[config.mk]
export PLATFORM = sky130hd
export DESIGN_NAME = ahsl_top
export DESIGN_NICKNAME = d
export VERILOG_FILES = /design/src/ahsl_top.v /design/src/ahsl_axis.v
export VERILOG_INCLUDE_DIRS = /design/src
export SDC_FILE = /design/constraint.sdc
export NUM_CORES = 2
export LEC_CHECK = 0
export BUFFER_PORTS_ARGS = -buffer_cell sky130_fd_sc_hd__buf_2
export CAP_MARGIN = 40
export CORE_MARGIN = 4
export CORE_UTILIZATION = 45
export DETAILED_ROUTE_END_ITERATION = 8
export HOLD_SLACK_MARGIN = 0.06
export PLACE_DENSITY_LB_ADDON = 0.08
export SETUP_SLACK_MARGIN = 0.02
export SLEW_MARGIN = 15
export SYNTH_ARGS = -nofsm -noshare
export SYNTH_HDL_FRONTEND = slang
export SYNTH_SLANG_ARGS = --single-unit
[constraint.sdc]
create_clock -name hclk -period 11.4 [get_ports hclk]
set_input_delay 1.71 -clock hclk [delete_from_list [all_inputs] [get_ports hclk]]
set_output_delay 1.71 -clock hclk [all_outputs]
set_load 0.01 [all_outputs]
[src/ahsl_map.vh]
// Register map, field positions, reset values and codes for the axis homing and limit block.
// Notes on behaviour
// - At or past positive tool-nose limit in jog/auto, block positive motion and alarm.
// - At or past positive machine limit in jog/auto, block positive motion and alarm.
// - Negative side mirrors both checks; negative request at negative limit alarms.
// - Zero fitted and modify bit clear: load machine-zero coordinate on zero signal.
// - Zero search speed is the lower of zero-return low speed and initial speed.
// - Bits 7,6,5 of sensor config mark deceleration switch fitted on Z,X,Y.
// - Bits 4,3,2 of sensor config mark zero switch fitted on Z,X,Y.
// - Method 1: deceleration signal first, then zero signal, locates machine zero.
// - Method 2: deceleration signal alone locates machine zero.
// - Method 3: zero signal alone locates machine zero.
// - Method 4: move to parameter zero coordinates without any sensor.
// - No machine zero and key-enable 0: ignore panel home key, G28 still runs.
// - No machine zero and key-enable 1: panel home key homes by method 4.
// - Forbidden functions are shown greyed and refused.
// - Stepper or servo parameter initialization only at level 1.
// - Manufacturer parameter extraction and solidifying at levels 1 to 3, not 4.
// - Software update and whole memory update only at level 1.
// - USB send allowed at all levels; USB receive per parameter write level.
// - Program reference return moves to stored reference, unaffected by tool offset.
// - G30 in auto returns the axis to the second or third reference point.
// - After USB upgrade, escape or reset needed before editing, else alarm.
// - Direction bits 7,6,5 choose Z,X,Y zero search: 0 positive, 1 negative.
// - Level bits 4,3,2 choose active deceleration level: 0 low, 1 high.
`ifndef AHSL_MAP_VH
`define AHSL_MAP_VH
`define AHSL_OFF_SENSOR 12'h000
`define AHSL_OFF_DIRCFG 12'h004
`define AHSL_OFF_CTRL 12'h008
`define AHSL_OFF_STATUS 12'h00c
`define AHSL_OFF_ALARM 12'h010
`define AHSL_OFF_PRIV 12'h014
`define AHSL_OFF_AXSEL 12'h018
`define AHSL_OFF_TNPOS 12'h01c
`define AHSL_OFF_TNNEG 12'h020
`define AHSL_OFF_MCPOS 12'h024
`define AHSL_OFF_MCNEG 12'h028
`define AHSL_OFF_ZEROC 12'h02c
`define AHSL_OFF_REF1 12'h030
`define AHSL_OFF_REF2 12'h034
`define AHSL_OFF_REF3 12'h038
`define AHSL_OFF_LOWSPD 12'h03c
`define AHSL_OFF_INITSPD 12'h040
`define AHSL_OFF_MCOORD 12'h044
`define AHSL_OFF_TOFS 12'h048
`define AHSL_OFF_OPREQ 12'h04c
`define AHSL_OFF_OPGRANT 12'h050
`define AHSL_OFF_USBWLVL 12'h054
// Sensor config fields: decel-present base bit 5, zero-present base bit 2, key enable bit 0.
`define AHSL_DEC_LSB 5
`define AHSL_ZER_LSB 2
`define AHSL_KEYEN_BIT 0
// Direction config fields: direction base bit 5, level base bit 2, no-modify bit 1.
`define AHSL_DIR_LSB 5
`define AHSL_LVL_LSB 2
`define AHSL_NOMOD_BIT 1
`define AHSL_CFG_RST 8'h00
// Privilege levels.
`define AHSL_LVL_MFR 3'h1
`define AHSL_LVL_OPR 3'h3
`define AHSL_LVL_NONE 3'h4
// Control register fields.
`define AHSL_C_MODE_LSB 0
`define AHSL_C_HOMEKEY 2
`define AHSL_C_G28 3
`define AHSL_C_REFRET 4
`define AHSL_C_G30 5
`define AHSL_C_G30SEL 6
`define AHSL_C_ESC 7
`define AHSL_C_UPGDONE 8
`define AHSL_C_EDIT 9
// Working modes.
`define AHSL_MODE_EDIT 2'h0
`define AHSL_MODE_JOG 2'h1
`define AHSL_MODE_AUTO 2'h2
// Homing method codes.
`define AHSL_M1 2'h0
`define AHSL_M2 2'h1
`define AHSL_M3 2'h2
`define AHSL_M4 2'h3
// Alarm bits per axis: tool-nose pos, tool-nose neg, machine pos, machine neg; then the upgrade alarm bit.
`define AHSL_A_TNP 0
`define AHSL_A_TNN 1
`define AHSL_A_MCP 2
`define AHSL_A_MCN 3
`define AHSL_A_UPG 12
`endif

[src/ahsl_top.v]
// AHB-Lite register front end, privilege gate and three-axis homing control.
`timescale 1ns/1ns
`include "ahsl_map.vh"
module ahsl_top #(
  parameter CW = 32
) (
  // Clock and reset.
  input wire hclk,
  input wire hresetn,
  // AHB-Lite slave.
  input wire hsel,
  input wire [11:0] haddr,
  input wire [1:0] htrans,
  input wire hwrite,
  input wire [2:0] hsize,
  input wire [31:0] hwdata,
  input wire hready,
  output reg [31:0] hrdata,
  output reg hreadyout,
  output reg hresp,
  // Switches, index 0 Z, 1 X, 2 Y.
  input wire [2:0] dec_sw,
  input wire [2:0] zero_sw,
  // Drives.
  output reg [2:0] step,
  output reg [2:0] dir,
  output reg [CW-1:0] search_speed
);
  reg [7:0] sensor_cfg;
  reg [7:0] dir_cfg;
  reg [1:0] mode;
  reg [2:0] priv;
  reg [1:0] axsel;
  reg [CW-1:0] tn_pos [0:2];
  reg [CW-1:0] tn_neg [0:2];
  reg [CW-1:0] mc_pos [0:2];
  reg [CW-1:0] mc_neg [0:2];
  reg [CW-1:0] zero_c [0:2];
  reg [CW-1:0] ref1 [0:2];
  reg [CW-1:0] ref2 [0:2];
  reg [CW-1:0] ref3 [0:2];
  reg [CW-1:0] tofs [0:2];
  reg [CW-1:0] low_speed;
  reg [CW-1:0] init_speed;
  reg [12:0] alarm;
  reg [4:0] op_req_ok;
  reg [2:0] usb_wlevel;
  reg upg_pending;
  reg [1:0] tgt_sel;
  reg [2:0] home_start;
  reg [2:0] move_start;
  reg [2:0] jog_pos;
  reg [2:0] jog_neg;
  reg dph_valid;
  reg dph_write;
  reg [11:0] dph_addr;
  reg [31:0] next_rdata;
  reg [CW-1:0] target [0:2];
  wire [2:0] ax_step;
  wire [2:0] ax_dir;
  wire [2:0] ax_homing;
  wire [2:0] ax_homed;
  wire [2:0] ax_slow;
  wire [5:0] ax_method;
  wire [11:0] ax_alarm;
  wire [CW*3-1:0] ax_mcoord;
  wire ap_valid;
  wire wr;
  wire jog_auto;
  wire [4:0] op_allowed;
  wire [2:0] has_sw;
  integer i;

  assign ap_valid = hsel && htrans[1] && hready;
  assign wr = dph_valid && dph_write;
  assign jog_auto = (mode == `AHSL_MODE_JOG) || (mode == `AHSL_MODE_AUTO);
  // Operations: 0 init, 1 extract, 2 solidify, 3 upgrade/memory, 4 USB send.
  assign op_allowed[0] = (priv == `AHSL_LVL_MFR);
  assign op_allowed[1] = (priv >= `AHSL_LVL_MFR) && (priv <= `AHSL_LVL_OPR);
  assign op_allowed[2] = (priv >= `AHSL_LVL_MFR) && (priv <= `AHSL_LVL_OPR);
  assign op_allowed[3] = (priv == `AHSL_LVL_MFR);
  assign op_allowed[4] = 1'b1;

  genvar g;
  generate
    for (g = 0; g < 3; g = g + 1) begin : axis
      assign has_sw[g] = sensor_cfg[`AHSL_DEC_LSB + 2 - g] | sensor_cfg[`AHSL_ZER_LSB + 2 - g];
      ahsl_axis #(.CW(CW)) u_axis (
        .hclk(hclk),
        .hresetn(hresetn),
        .dec_fitted(sensor_cfg[`AHSL_DEC_LSB + 2 - g]),
        .zero_fitted(sensor_cfg[`AHSL_ZER_LSB + 2 - g]),
        .dir_neg(dir_cfg[`AHSL_DIR_LSB + 2 - g]),
        .dec_level(dir_cfg[`AHSL_LVL_LSB + 2 - g]),
        .no_modify(dir_cfg[`AHSL_NOMOD_BIT]),
        .jog_auto(jog_auto),
        .tn_pos_limit(tn_pos[g]),
        .tn_neg_limit(tn_neg[g]),
        .mc_pos_limit(mc_pos[g]),
        .mc_neg_limit(mc_neg[g]),
        .zero_coord(zero_c[g]),
        .tool_offset(tofs[g]),
        .target(target[g]),
        .home_start(home_start[g]),
        .move_start(move_start[g]),
        .jog_pos(jog_pos[g]),
        .jog_neg(jog_neg[g]),
        .dec_sw(dec_sw[g]),
        .zero_sw(zero_sw[g]),
        .step(ax_step[g]),
        .dir(ax_dir[g]),
        .homing(ax_homing[g]),
        .homed(ax_homed[g]),
        .search_slow(ax_slow[g]),
        .method(ax_method[2*g+1:2*g]),
        .alarm_pulse(ax_alarm[4*g+3:4*g]),
        .mcoord(ax_mcoord[CW*g+CW-1:CW*g])
      );
      always @* begin
        // Reference returns use machine coordinates, so tool offset plays no part.
        case (tgt_sel)
          2'h1: target[g] = ref1[g];
          2'h2: target[g] = ref2[g];
          2'h3: target[g] = ref3[g];
          default: target[g] = zero_c[g];
        endcase
      end
    end
  endgenerate

  always @* begin
    next_rdata = 32'h0000_0000;
    case (haddr)
      `AHSL_OFF_SENSOR: next_rdata = {24'h00_0000, sensor_cfg};
      `AHSL_OFF_DIRCFG: next_rdata = {24'h00_0000, dir_cfg};
      `AHSL_OFF_CTRL: next_rdata = {30'h0000_0000, mode};
      `AHSL_OFF_STATUS: next_rdata = {17'h0_0000, ax_method, ax_slow, ax_homed, ax_homing};
      `AHSL_OFF_ALARM: next_rdata = {19'h0_0000, alarm};
      `AHSL_OFF_PRIV: next_rdata = {29'h0000_0000, priv};
      `AHSL_OFF_AXSEL: next_rdata = {30'h0000_0000, axsel};
      `AHSL_OFF_TNPOS: next_rdata = tn_pos[axsel];
      `AHSL_OFF_TNNEG: next_rdata = tn_neg[axsel];
      `AHSL_OFF_MCPOS: next_rdata = mc_pos[axsel];
      `AHSL_OFF_MCNEG: next_rdata = mc_neg[axsel];
      `AHSL_OFF_ZEROC: next_rdata = zero_c[axsel];
      `AHSL_OFF_REF1: next_rdata = ref1[axsel];
      `AHSL_OFF_REF2: next_rdata = ref2[axsel];
      `AHSL_OFF_REF3: next_rdata = ref3[axsel];
      `AHSL_OFF_LOWSPD: next_rdata = low_speed;
      `AHSL_OFF_INITSPD: next_rdata = init_speed;
      `AHSL_OFF_MCOORD: next_rdata = ax_mcoord[CW*axsel +: CW];
      `AHSL_OFF_TOFS: next_rdata = tofs[axsel];
      // Greyed functions read back as zero grant bits.
      `AHSL_OFF_OPGRANT: next_rdata = {22'h00_0000, op_req_ok, op_allowed};
      `AHSL_OFF_USBWLVL: next_rdata = {29'h0000_0000, usb_wlevel};
      default: next_rdata = 32'h0000_0000;
    endcase
  end

  always @(posedge hclk or negedge hresetn) begin
    if (!hresetn) begin
      dph_valid <= 1'b0;
      dph_write <= 1'b0;
      dph_addr <= 12'h000;
      hrdata <= 32'h0000_0000;
      hreadyout <= 1'b1;
      hresp <= 1'b0;
      sensor_cfg <= `AHSL_CFG_RST;
      dir_cfg <= `AHSL_CFG_RST;
      mode <= `AHSL_MODE_EDIT;
      priv <= `AHSL_LVL_NONE;
      axsel <= 2'h0;
      low_speed <= {CW{1'b0}};
      init_speed <= {CW{1'b0}};
      alarm <= 13'h0000;
      op_req_ok <= 5'h00;
      usb_wlevel <= `AHSL_LVL_MFR;
      upg_pending <= 1'b0;
      tgt_sel <= 2'h0;
      home_start <= 3'h0;
      move_start <= 3'h0;
      jog_pos <= 3'h0;
      jog_neg <= 3'h0;
      step <= 3'h0;
      dir <= 3'h0;
      search_speed <= {CW{1'b0}};
      for (i = 0; i < 3; i = i + 1) begin
        tn_pos[i] <= {CW{1'b0}};
        tn_neg[i] <= {CW{1'b0}};
        mc_pos[i] <= {CW{1'b0}};
        mc_neg[i] <= {CW{1'b0}};
        zero_c[i] <= {CW{1'b0}};
        ref1[i] <= {CW{1'b0}};
        ref2[i] <= {CW{1'b0}};
        ref3[i] <= {CW{1'b0}};
        tofs[i] <= {CW{1'b0}};
      end
    end else begin
      dph_valid <= ap_valid;
      dph_write <= hwrite;
      if (ap_valid) begin
        dph_addr <= haddr;
      end
      hresp <= 1'b0;
      hreadyout <= 1'b1;
      // Read data is decoded in the address phase so it stands through the data phase.
      // A read straight after a write to the same register returns the value before it.
      if (ap_valid && !hwrite) begin
        hrdata <= next_rdata;
      end
      home_start <= 3'h0;
      move_start <= 3'h0;
      step <= ax_step;
      dir <= ax_dir;
      // Zero search runs at the slower of the two speeds.
      search_speed <= (|ax_slow) ? ((low_speed < init_speed) ? low_speed : init_speed)
                                 : {CW{1'b0}};
      if (wr) begin
        case (dph_addr)
          `AHSL_OFF_SENSOR: sensor_cfg <= hwdata[7:0];
          `AHSL_OFF_DIRCFG: dir_cfg <= hwdata[7:0];
          `AHSL_OFF_CTRL: begin
            mode <= hwdata[`AHSL_C_MODE_LSB+1:`AHSL_C_MODE_LSB];
            jog_pos <= hwdata[12:10];
            jog_neg <= hwdata[15:13];
            // Escape clears a pending upgrade; edit before that sets the alarm, which only an alarm register write or reset clears.
            if (hwdata[`AHSL_C_ESC]) begin
              upg_pending <= 1'b0;
            end
            if (hwdata[`AHSL_C_UPGDONE] && op_allowed[3]) begin
              upg_pending <= 1'b1;
            end
            if (hwdata[`AHSL_C_EDIT] && upg_pending && !hwdata[`AHSL_C_ESC]) begin
              alarm[`AHSL_A_UPG] <= 1'b1;
            end
            if (hwdata[`AHSL_C_G28]) begin
              tgt_sel <= 2'h0;
              home_start <= 3'h7;
            end else if (hwdata[`AHSL_C_HOMEKEY]) begin
              tgt_sel <= 2'h0;
              // Axes with no switches honour the key only when enabled.
              home_start <= has_sw | {3{sensor_cfg[`AHSL_KEYEN_BIT]}};
            end else if (hwdata[`AHSL_C_REFRET] && mode != `AHSL_MODE_EDIT) begin
              tgt_sel <= 2'h1;
              move_start <= 3'h7;
            end else if (hwdata[`AHSL_C_G30] && mode == `AHSL_MODE_AUTO) begin
              tgt_sel <= hwdata[`AHSL_C_G30SEL] ? 2'h3 : 2'h2;
              move_start <= hwdata[18:16];
            end
          end
          `AHSL_OFF_ALARM: alarm <= alarm & ~hwdata[12:0];
          `AHSL_OFF_PRIV: priv <= hwdata[2:0];
          `AHSL_OFF_AXSEL: axsel <= (hwdata[1:0] == 2'h3) ? 2'h0 : hwdata[1:0];
          `AHSL_OFF_TNPOS: tn_pos[axsel] <= hwdata[CW-1:0];
          `AHSL_OFF_TNNEG: tn_neg[axsel] <= hwdata[CW-1:0];
          `AHSL_OFF_MCPOS: mc_pos[axsel] <= hwdata[CW-1:0];
          `AHSL_OFF_MCNEG: mc_neg[axsel] <= hwdata[CW-1:0];
          `AHSL_OFF_ZEROC: zero_c[axsel] <= hwdata[CW-1:0];
          `AHSL_OFF_REF1: ref1[axsel] <= hwdata[CW-1:0];
          `AHSL_OFF_REF2: ref2[axsel] <= hwdata[CW-1:0];
          `AHSL_OFF_REF3: ref3[axsel] <= hwdata[CW-1:0];
          `AHSL_OFF_LOWSPD: low_speed <= hwdata[CW-1:0];
          `AHSL_OFF_INITSPD: init_speed <= hwdata[CW-1:0];
          `AHSL_OFF_TOFS: tofs[axsel] <= hwdata[CW-1:0];
          `AHSL_OFF_OPREQ: begin
            op_req_ok <= hwdata[4:0] & op_allowed;
          end
          `AHSL_OFF_USBWLVL: begin
            usb_wlevel <= hwdata[2:0];
            op_req_ok[4] <= (priv <= hwdata[2:0]);
          end
          default: begin
          end
        endcase
      end
      // New alarm events win over a software clear in the same cycle.
      alarm[11:0] <= (wr && dph_addr == `AHSL_OFF_ALARM ? alarm[11:0] & ~hwdata[11:0]
                                                      : alarm[11:0]) | ax_alarm;
    end
  end
endmodule

[src/ahsl_axis.v]
// One axis: homing sequencer, limit gate and coordinate tracking.
`timescale 1ns/1ns
module ahsl_axis #(
  parameter CW = 32
) (
  // Clock and reset.
  input wire hclk,
  input wire hresetn,
  // Configuration.
  input wire dec_fitted,
  input wire zero_fitted,
  input wire dir_neg,
  input wire dec_level,
  input wire no_modify,
  input wire jog_auto,
  input wire [CW-1:0] tn_pos_limit,
  input wire [CW-1:0] tn_neg_limit,
  input wire [CW-1:0] mc_pos_limit,
  input wire [CW-1:0] mc_neg_limit,
  input wire [CW-1:0] zero_coord,
  input wire [CW-1:0] tool_offset,
  input wire [CW-1:0] target,
  // Requests.
  input wire home_start,
  input wire move_start,
  input wire jog_pos,
  input wire jog_neg,
  // Switches.
  input wire dec_sw,
  input wire zero_sw,
  // Results.
  output reg step,
  output reg dir,
  output reg homing,
  output reg homed,
  output reg search_slow,
  output reg [1:0] method,
  output reg [3:0] alarm_pulse,
  output reg [CW-1:0] mcoord
);
  localparam S_IDLE = 3'h0;
  localparam S_DEC = 3'h1;
  localparam S_ZERO = 3'h2;
  localparam S_MOVE = 3'h3;
  localparam S_DONE = 3'h4;
  reg [2:0] state;
  reg [2:0] next_state;
  reg [1:0] next_method;
  wire [CW-1:0] tncoord;
  wire at_tn_pos;
  wire at_tn_neg;
  wire at_mc_pos;
  wire at_mc_neg;
  wire dec_hit;
  wire want_pos;
  wire want_neg;
  wire allow_pos;
  wire allow_neg;
  wire move_dir_neg;
  wire move_dir_pos;
  assign tncoord = mcoord + tool_offset;
  // Limits are checked combinationally every cycle ahead of the step register.
  assign at_tn_pos = $signed(tncoord) >= $signed(tn_pos_limit);
  assign at_mc_pos = $signed(mcoord) >= $signed(mc_pos_limit);
  assign at_tn_neg = $signed(tncoord) <= $signed(tn_neg_limit);
  assign at_mc_neg = $signed(mcoord) <= $signed(mc_neg_limit);
  assign dec_hit = (dec_sw == dec_level);
  assign move_dir_neg = $signed(target) < $signed(mcoord);
  // A move asks for no step once it stands on its target, so it never overshoots.
  assign move_dir_pos = $signed(target) > $signed(mcoord);
  assign want_pos = (state == S_IDLE) ? jog_pos : ((state == S_MOVE) ? move_dir_pos : !dir_neg);
  assign want_neg = (state == S_IDLE) ? jog_neg : ((state == S_MOVE) ? move_dir_neg : dir_neg);
  // Switch searches travel toward their switches, so only idle jog and S_MOVE motion (method 4 homing included) is gated, in jog or auto mode.
  assign allow_pos = !(jog_auto && (state == S_IDLE || state == S_MOVE) && (at_tn_pos || at_mc_pos));
  assign allow_neg = !(jog_auto && (state == S_IDLE || state == S_MOVE) && (at_tn_neg || at_mc_neg));

  always @* begin
    case ({dec_fitted, zero_fitted})
      2'b11: next_method = `AHSL_M1;
      2'b10: next_method = `AHSL_M2;
      2'b01: next_method = `AHSL_M3;
      default: next_method = `AHSL_M4;
    endcase
  end

  always @* begin
    next_state = state;
    case (state)
      S_IDLE: begin
        if (home_start) begin
          if (next_method == `AHSL_M1 || next_method == `AHSL_M2) begin
            next_state = S_DEC;
          end else if (next_method == `AHSL_M3) begin
            next_state = S_ZERO;
          end else begin
            next_state = S_MOVE;
          end
        end else if (move_start) begin
          next_state = S_MOVE;
        end
      end
      S_DEC: begin
        if (dec_hit) begin
          next_state = (method == `AHSL_M1) ? S_ZERO : S_DONE;
        end
      end
      S_ZERO: begin
        if (zero_sw) begin
          next_state = S_DONE;
        end
      end
      S_MOVE: begin
        if (mcoord == target) begin
          next_state = S_DONE;
        end
      end
      default: next_state = S_IDLE;
    endcase
  end

  always @(posedge hclk or negedge hresetn) begin
    if (!hresetn) begin
      state <= S_IDLE;
      method <= `AHSL_M4;
      step <= 1'b0;
      dir <= 1'b0;
      homing <= 1'b0;
      homed <= 1'b0;
      search_slow <= 1'b0;
      alarm_pulse <= 4'h0;
      mcoord <= {CW{1'b0}};
    end else begin
      state <= next_state;
      // The method follows the presence bits while idle and is frozen during a run.
      if (state == S_IDLE) begin
        method <= next_method;
      end
      if (state == S_IDLE && home_start) begin
        homing <= 1'b1;
      end
      if (state == S_DONE) begin
        homing <= 1'b0;
        if (homing) begin
          homed <= 1'b1;
        end
      end
      search_slow <= (next_state == S_ZERO);
      alarm_pulse <= 4'h0;
      step <= 1'b0;
      if (state != S_DONE) begin
        if (want_pos && allow_pos) begin
          step <= 1'b1;
          dir <= 1'b0;
          mcoord <= mcoord + {{(CW-1){1'b0}}, 1'b1};
        end else if (want_neg && allow_neg) begin
          step <= 1'b1;
          dir <= 1'b1;
          mcoord <= mcoord - {{(CW-1){1'b0}}, 1'b1};
        end
        if (want_pos && !allow_pos) begin
          alarm_pulse[`AHSL_A_TNP] <= at_tn_pos;
          alarm_pulse[`AHSL_A_MCP] <= at_mc_pos;
        end
        if (want_neg && !allow_neg) begin
          alarm_pulse[`AHSL_A_TNN] <= at_tn_neg;
          alarm_pulse[`AHSL_A_MCN] <= at_mc_neg;
        end
      end
      if (state == S_ZERO && zero_sw && !no_modify) begin
        mcoord <= zero_coord;
      end
    end
  end
endmodule

==> metrics.yaml <==
run_status:
  outcome: "complete, no violations"
grt:
  grt.total_usage: 0.369
  antenna_found_initial: 23
  grt_max_degree: 151
  grt_pass1_wl_um: 477000
  grt_overflow: 0
  grt_pass1_vias: 62900
timing:
  maxSlewHeadroom: 0.164
  fin_crit_ns: 10.49
  whs_ns: 0.341
  report.final.slew_viol_count: 0
  timing.final.crit_share: 0.920
  rsz0062_at_grt: "no"
  post-route-worst-setup-slack_ns: 0.909
  finalSetupViolCount: 0
  hold_viol: 0
  skew_ns: 0.0302
  max_freq_ghz: 0.0953
  tightestPinTransition_ns: 1.25
  tns_ns: 0
cts:
  holdBufCountCts: 0
  cts.sinks: 1209
  cts_resized: 0
  path_clk_slew_ns: 0.06
  cts_buffers: 146
  h-tree-depth: 4
  cts.path.max_buffers: 3
  cts_setup_buffers: 0
  clk_latency_ns: 0.82
  cts_tree: "built"
  root_buffer: "clkbuf_16"
die:
  io_pins: 132
  die_y_um: 426
  die_w_um: 426
  start_util: 0.453
  core_mm2: 0.174
  die_area_mm2: 0.182
  fp-row-count: 153
setup_path:
  crit_type: "reg2reg"
  cp.arrival_ns: 11.15
  crit_family: "compound AO/OA/AOI/OAI gates"
  slowest_delay_ns: 0.70
  path_buf_inv: 3
  crit_top_cell: "a21oi_1"
  required_ns: 12.06
  slowest_stage: "nor4_1"
  cp_max_fo: 20
  end_kind: "register"
  critPathLaunchType: "register"
logic_synthesis:
  synth_edf_count: 0
  syn_area_per_cell_um2: 9.84
  ys_types: 98
  synth_top_area_frac: 0.382
  yosysSeqAreaShare: 0.385
  yosys-top-cells-area: "dfrtp_1 38%, ha_1 11%, mux2_2 10%, mux2i_1 4.3%, a21oi_1 3.4%"
  ys_top_cells_by_count: "1201 x dfrtp_1, 700 x ha_1, 699 x mux2_2"
  syn-num-nets: 8760
  yosys.area.top_type: "dfrtp_1"
  async_reset_ff_frac: 1.00
  ys.warnings.count: 0
  synth-main-ff-cell: "dfrtp_1"
  syn_inst: 7994
  yosys_register_bits: 1209
  synth_most_common_cell: "dfrtp_1"
  syn_area_mm2: 0.0787
final_layout:
  stdcell_area_mm2: 0.0881
  drive_gt1_frac: 0.188
  syn2layout_area_growth_pct: 12.0
  utilization: 0.507
  fin_nets: 8816
power_and_ir_drop:
  powerDensity_mw_per_mm2: 195
  p_leak_nw: 41.8
  clockPowerShare: 0.291
  power_frac_seq: 0.310
  switching_share: 0.408
  p_sw_mw: 7.01
  internal_power_mw: 10.2
  ir_worst_vdd_v: 0.000187
  comb_power_share: 0.398
route:
  vias_per_cell: 6.37
  drc_errors: 0
  routedWlPerCell_um: 32.5
  ant_nets: 0
  drtIter0Drc: 8219
  wirelength_um: 341000
  drtPass1Iterations: 7
  num_vias: 66900
placed_design:
  dp_slack_ns: 1.18
  postPlaceCellArea_mm2: 0.0828
  port_buffers: 125
  gp_congestion: 1.04
  dp_hpwl_um: 260000
worst_hold_path:
  hp-class: "reg2reg"
job:
  maxCapViolCount: 0
==> layout by cell type (no fill, tap or decap), drive strengths merged, types with 17 or more instances in the layout <==
master | Yosys | routed
dfrtp | 1201 | 1201
ha | 700 | 700
mux2 | 700 | 700
nand2 | 627 | 627
inv | 593 | 597
o21ai | 542 | 542
a21oi | 535 | 535
nor2 | 442 | 442
buf | 87 | 365
mux2i | 341 | 341
clkbuf | 375 | 213
a21o | 190 | 190
o22ai | 183 | 183
nand3 | 155 | 155
xnor2 | 103 | 103
nand4 | 97 | 97
mux4 | 96 | 96
nor3 | 95 | 95
a221oi | 87 | 87
a22oi | 85 | 85
xor2 | 74 | 74
nor2b | 55 | 55
a31oi | 44 | 44
nand2b | 43 | 43
or3 | 42 | 42
o21bai | 40 | 40
o31ai | 39 | 39
and4 | 37 | 37
o21a | 35 | 35
a211oi | 34 | 34
nor4 | 34 | 34
o221ai | 32 | 32
clkinv | 0 | 30
and3 | 26 | 26
o211ai | 26 | 26
diode | 0 | 20
bufinv | 0 | 17
==> power groups by stage <==
stage	Sequential, mW	Clock, mW	Combinational, mW
after floorplan	5.05	0	4.23
after global placement	5.34	0	6.48
after detailed placement	5.34	0	6.62
after CTS	5.27	5.06	6.67
after global routing	5.33	5.22	7.42
final	5.33	5.00	6.83
==> flip-flops by register name (all words and copies together) (netlist names), 5 cells and up <==
signal,flops
axis.u_axis.mcoord,96
mc_neg,96
mc_pos,96
ref1,96
ref2,96
ref3,96
tn_neg,96
tn_pos,96
tofs,96
zero_c,96
hrdata,32
init_speed,32
low_speed,32
search_speed,32
alarm,13
axis.u_axis.alarm_pulse,12
dph_addr,12
axis.u_axis.state,9
dir_cfg,8
sensor_cfg,8
axis.u_axis.method,6
op_req_ok,5
==> metal layers <==
metal  up-vias  track usage  share of wire
li1      29200            -              -
met2      3360        0.515           0.41
met4         4        0.131          0.040
met3       509        0.114           0.12
met1     33900        0.536           0.44
met5         -            0       0.000079
==> cell type report <==
type                            count  area [um2]
Inverter                          593        2230
Clock inverter                     56         801
Clock buffer                      210        4250
Tap cell                         2325        2910
Sequential cell                  1209       30300
Multi-Input combinational cell   5730       44700
Antenna cell                       20        50.0
Fill cell                       16100       85700
Timing Repair Buffer              370        2890
==> worst register-to-register path, delay by kind of cell, from the launching register on <==
family          cells  cell delay (ns)
simple gates        8             2.26
xor+xnor            2             0.49
buf+inv             3             0.82
mux                 1             0.10
compound gates     19             4.85
fa+ha+maj           4             1.24
flops               1             0.58
==> kinds of logic after synthesis <==
group	synth area share
muxes	0.171
other	0.0000954
adders and majority gates	0.113
AOI/OAI and AO/OA	0.161
buffers and inverters	0.0510
DFF	0.385
and+or+nand+nor	0.0995
xor gates and xnor gates	0.0197
==> path summary, 6_finish.rpt <==
kind / startpoint / end / slack [ns] / cells past startpoint
max: axis[2].u_axis.mcoord[0]$_DFFE_PN0P_ / axis[2].u_axis.mcoord[30]$_DFFE_PN0P_ / 0.91 / 37
min: axis[0].u_axis.step$_DFF_PN0_ / step[0]$_DFF_PN0_ / 0.34 / 0
max reg2reg: axis[2].u_axis.mcoord[0]$_DFFE_PN0P_ / axis[2].u_axis.mcoord[30]$_DFFE_PN0P_ / 0.91 / 37
min reg2reg: axis[0].u_axis.step$_DFF_PN0_ / step[0]$_DFF_PN0_ / 0.34 / 0
max in group asynchronous: hresetn / ref1[28]$_DFFE_PN0P_ / 8.24 / 3
min in group asynchronous: hresetn / dph_addr[9]$_DFFE_PN0P_ / 0.92 / 1
==> stage by stage <==
step | total power, mW | std cells
5_1_grt | 18.0 | 10500
6_report | 17.2 | 10500
3_5_place_dp | 12.0 | 10200
3_3_place_gp | 11.8 | 10200
2_1_floorplan | 9.28 | 7994
4_1_cts | 17.0 | 10500
Note: power is estimated with default switching activity, not from simulation.
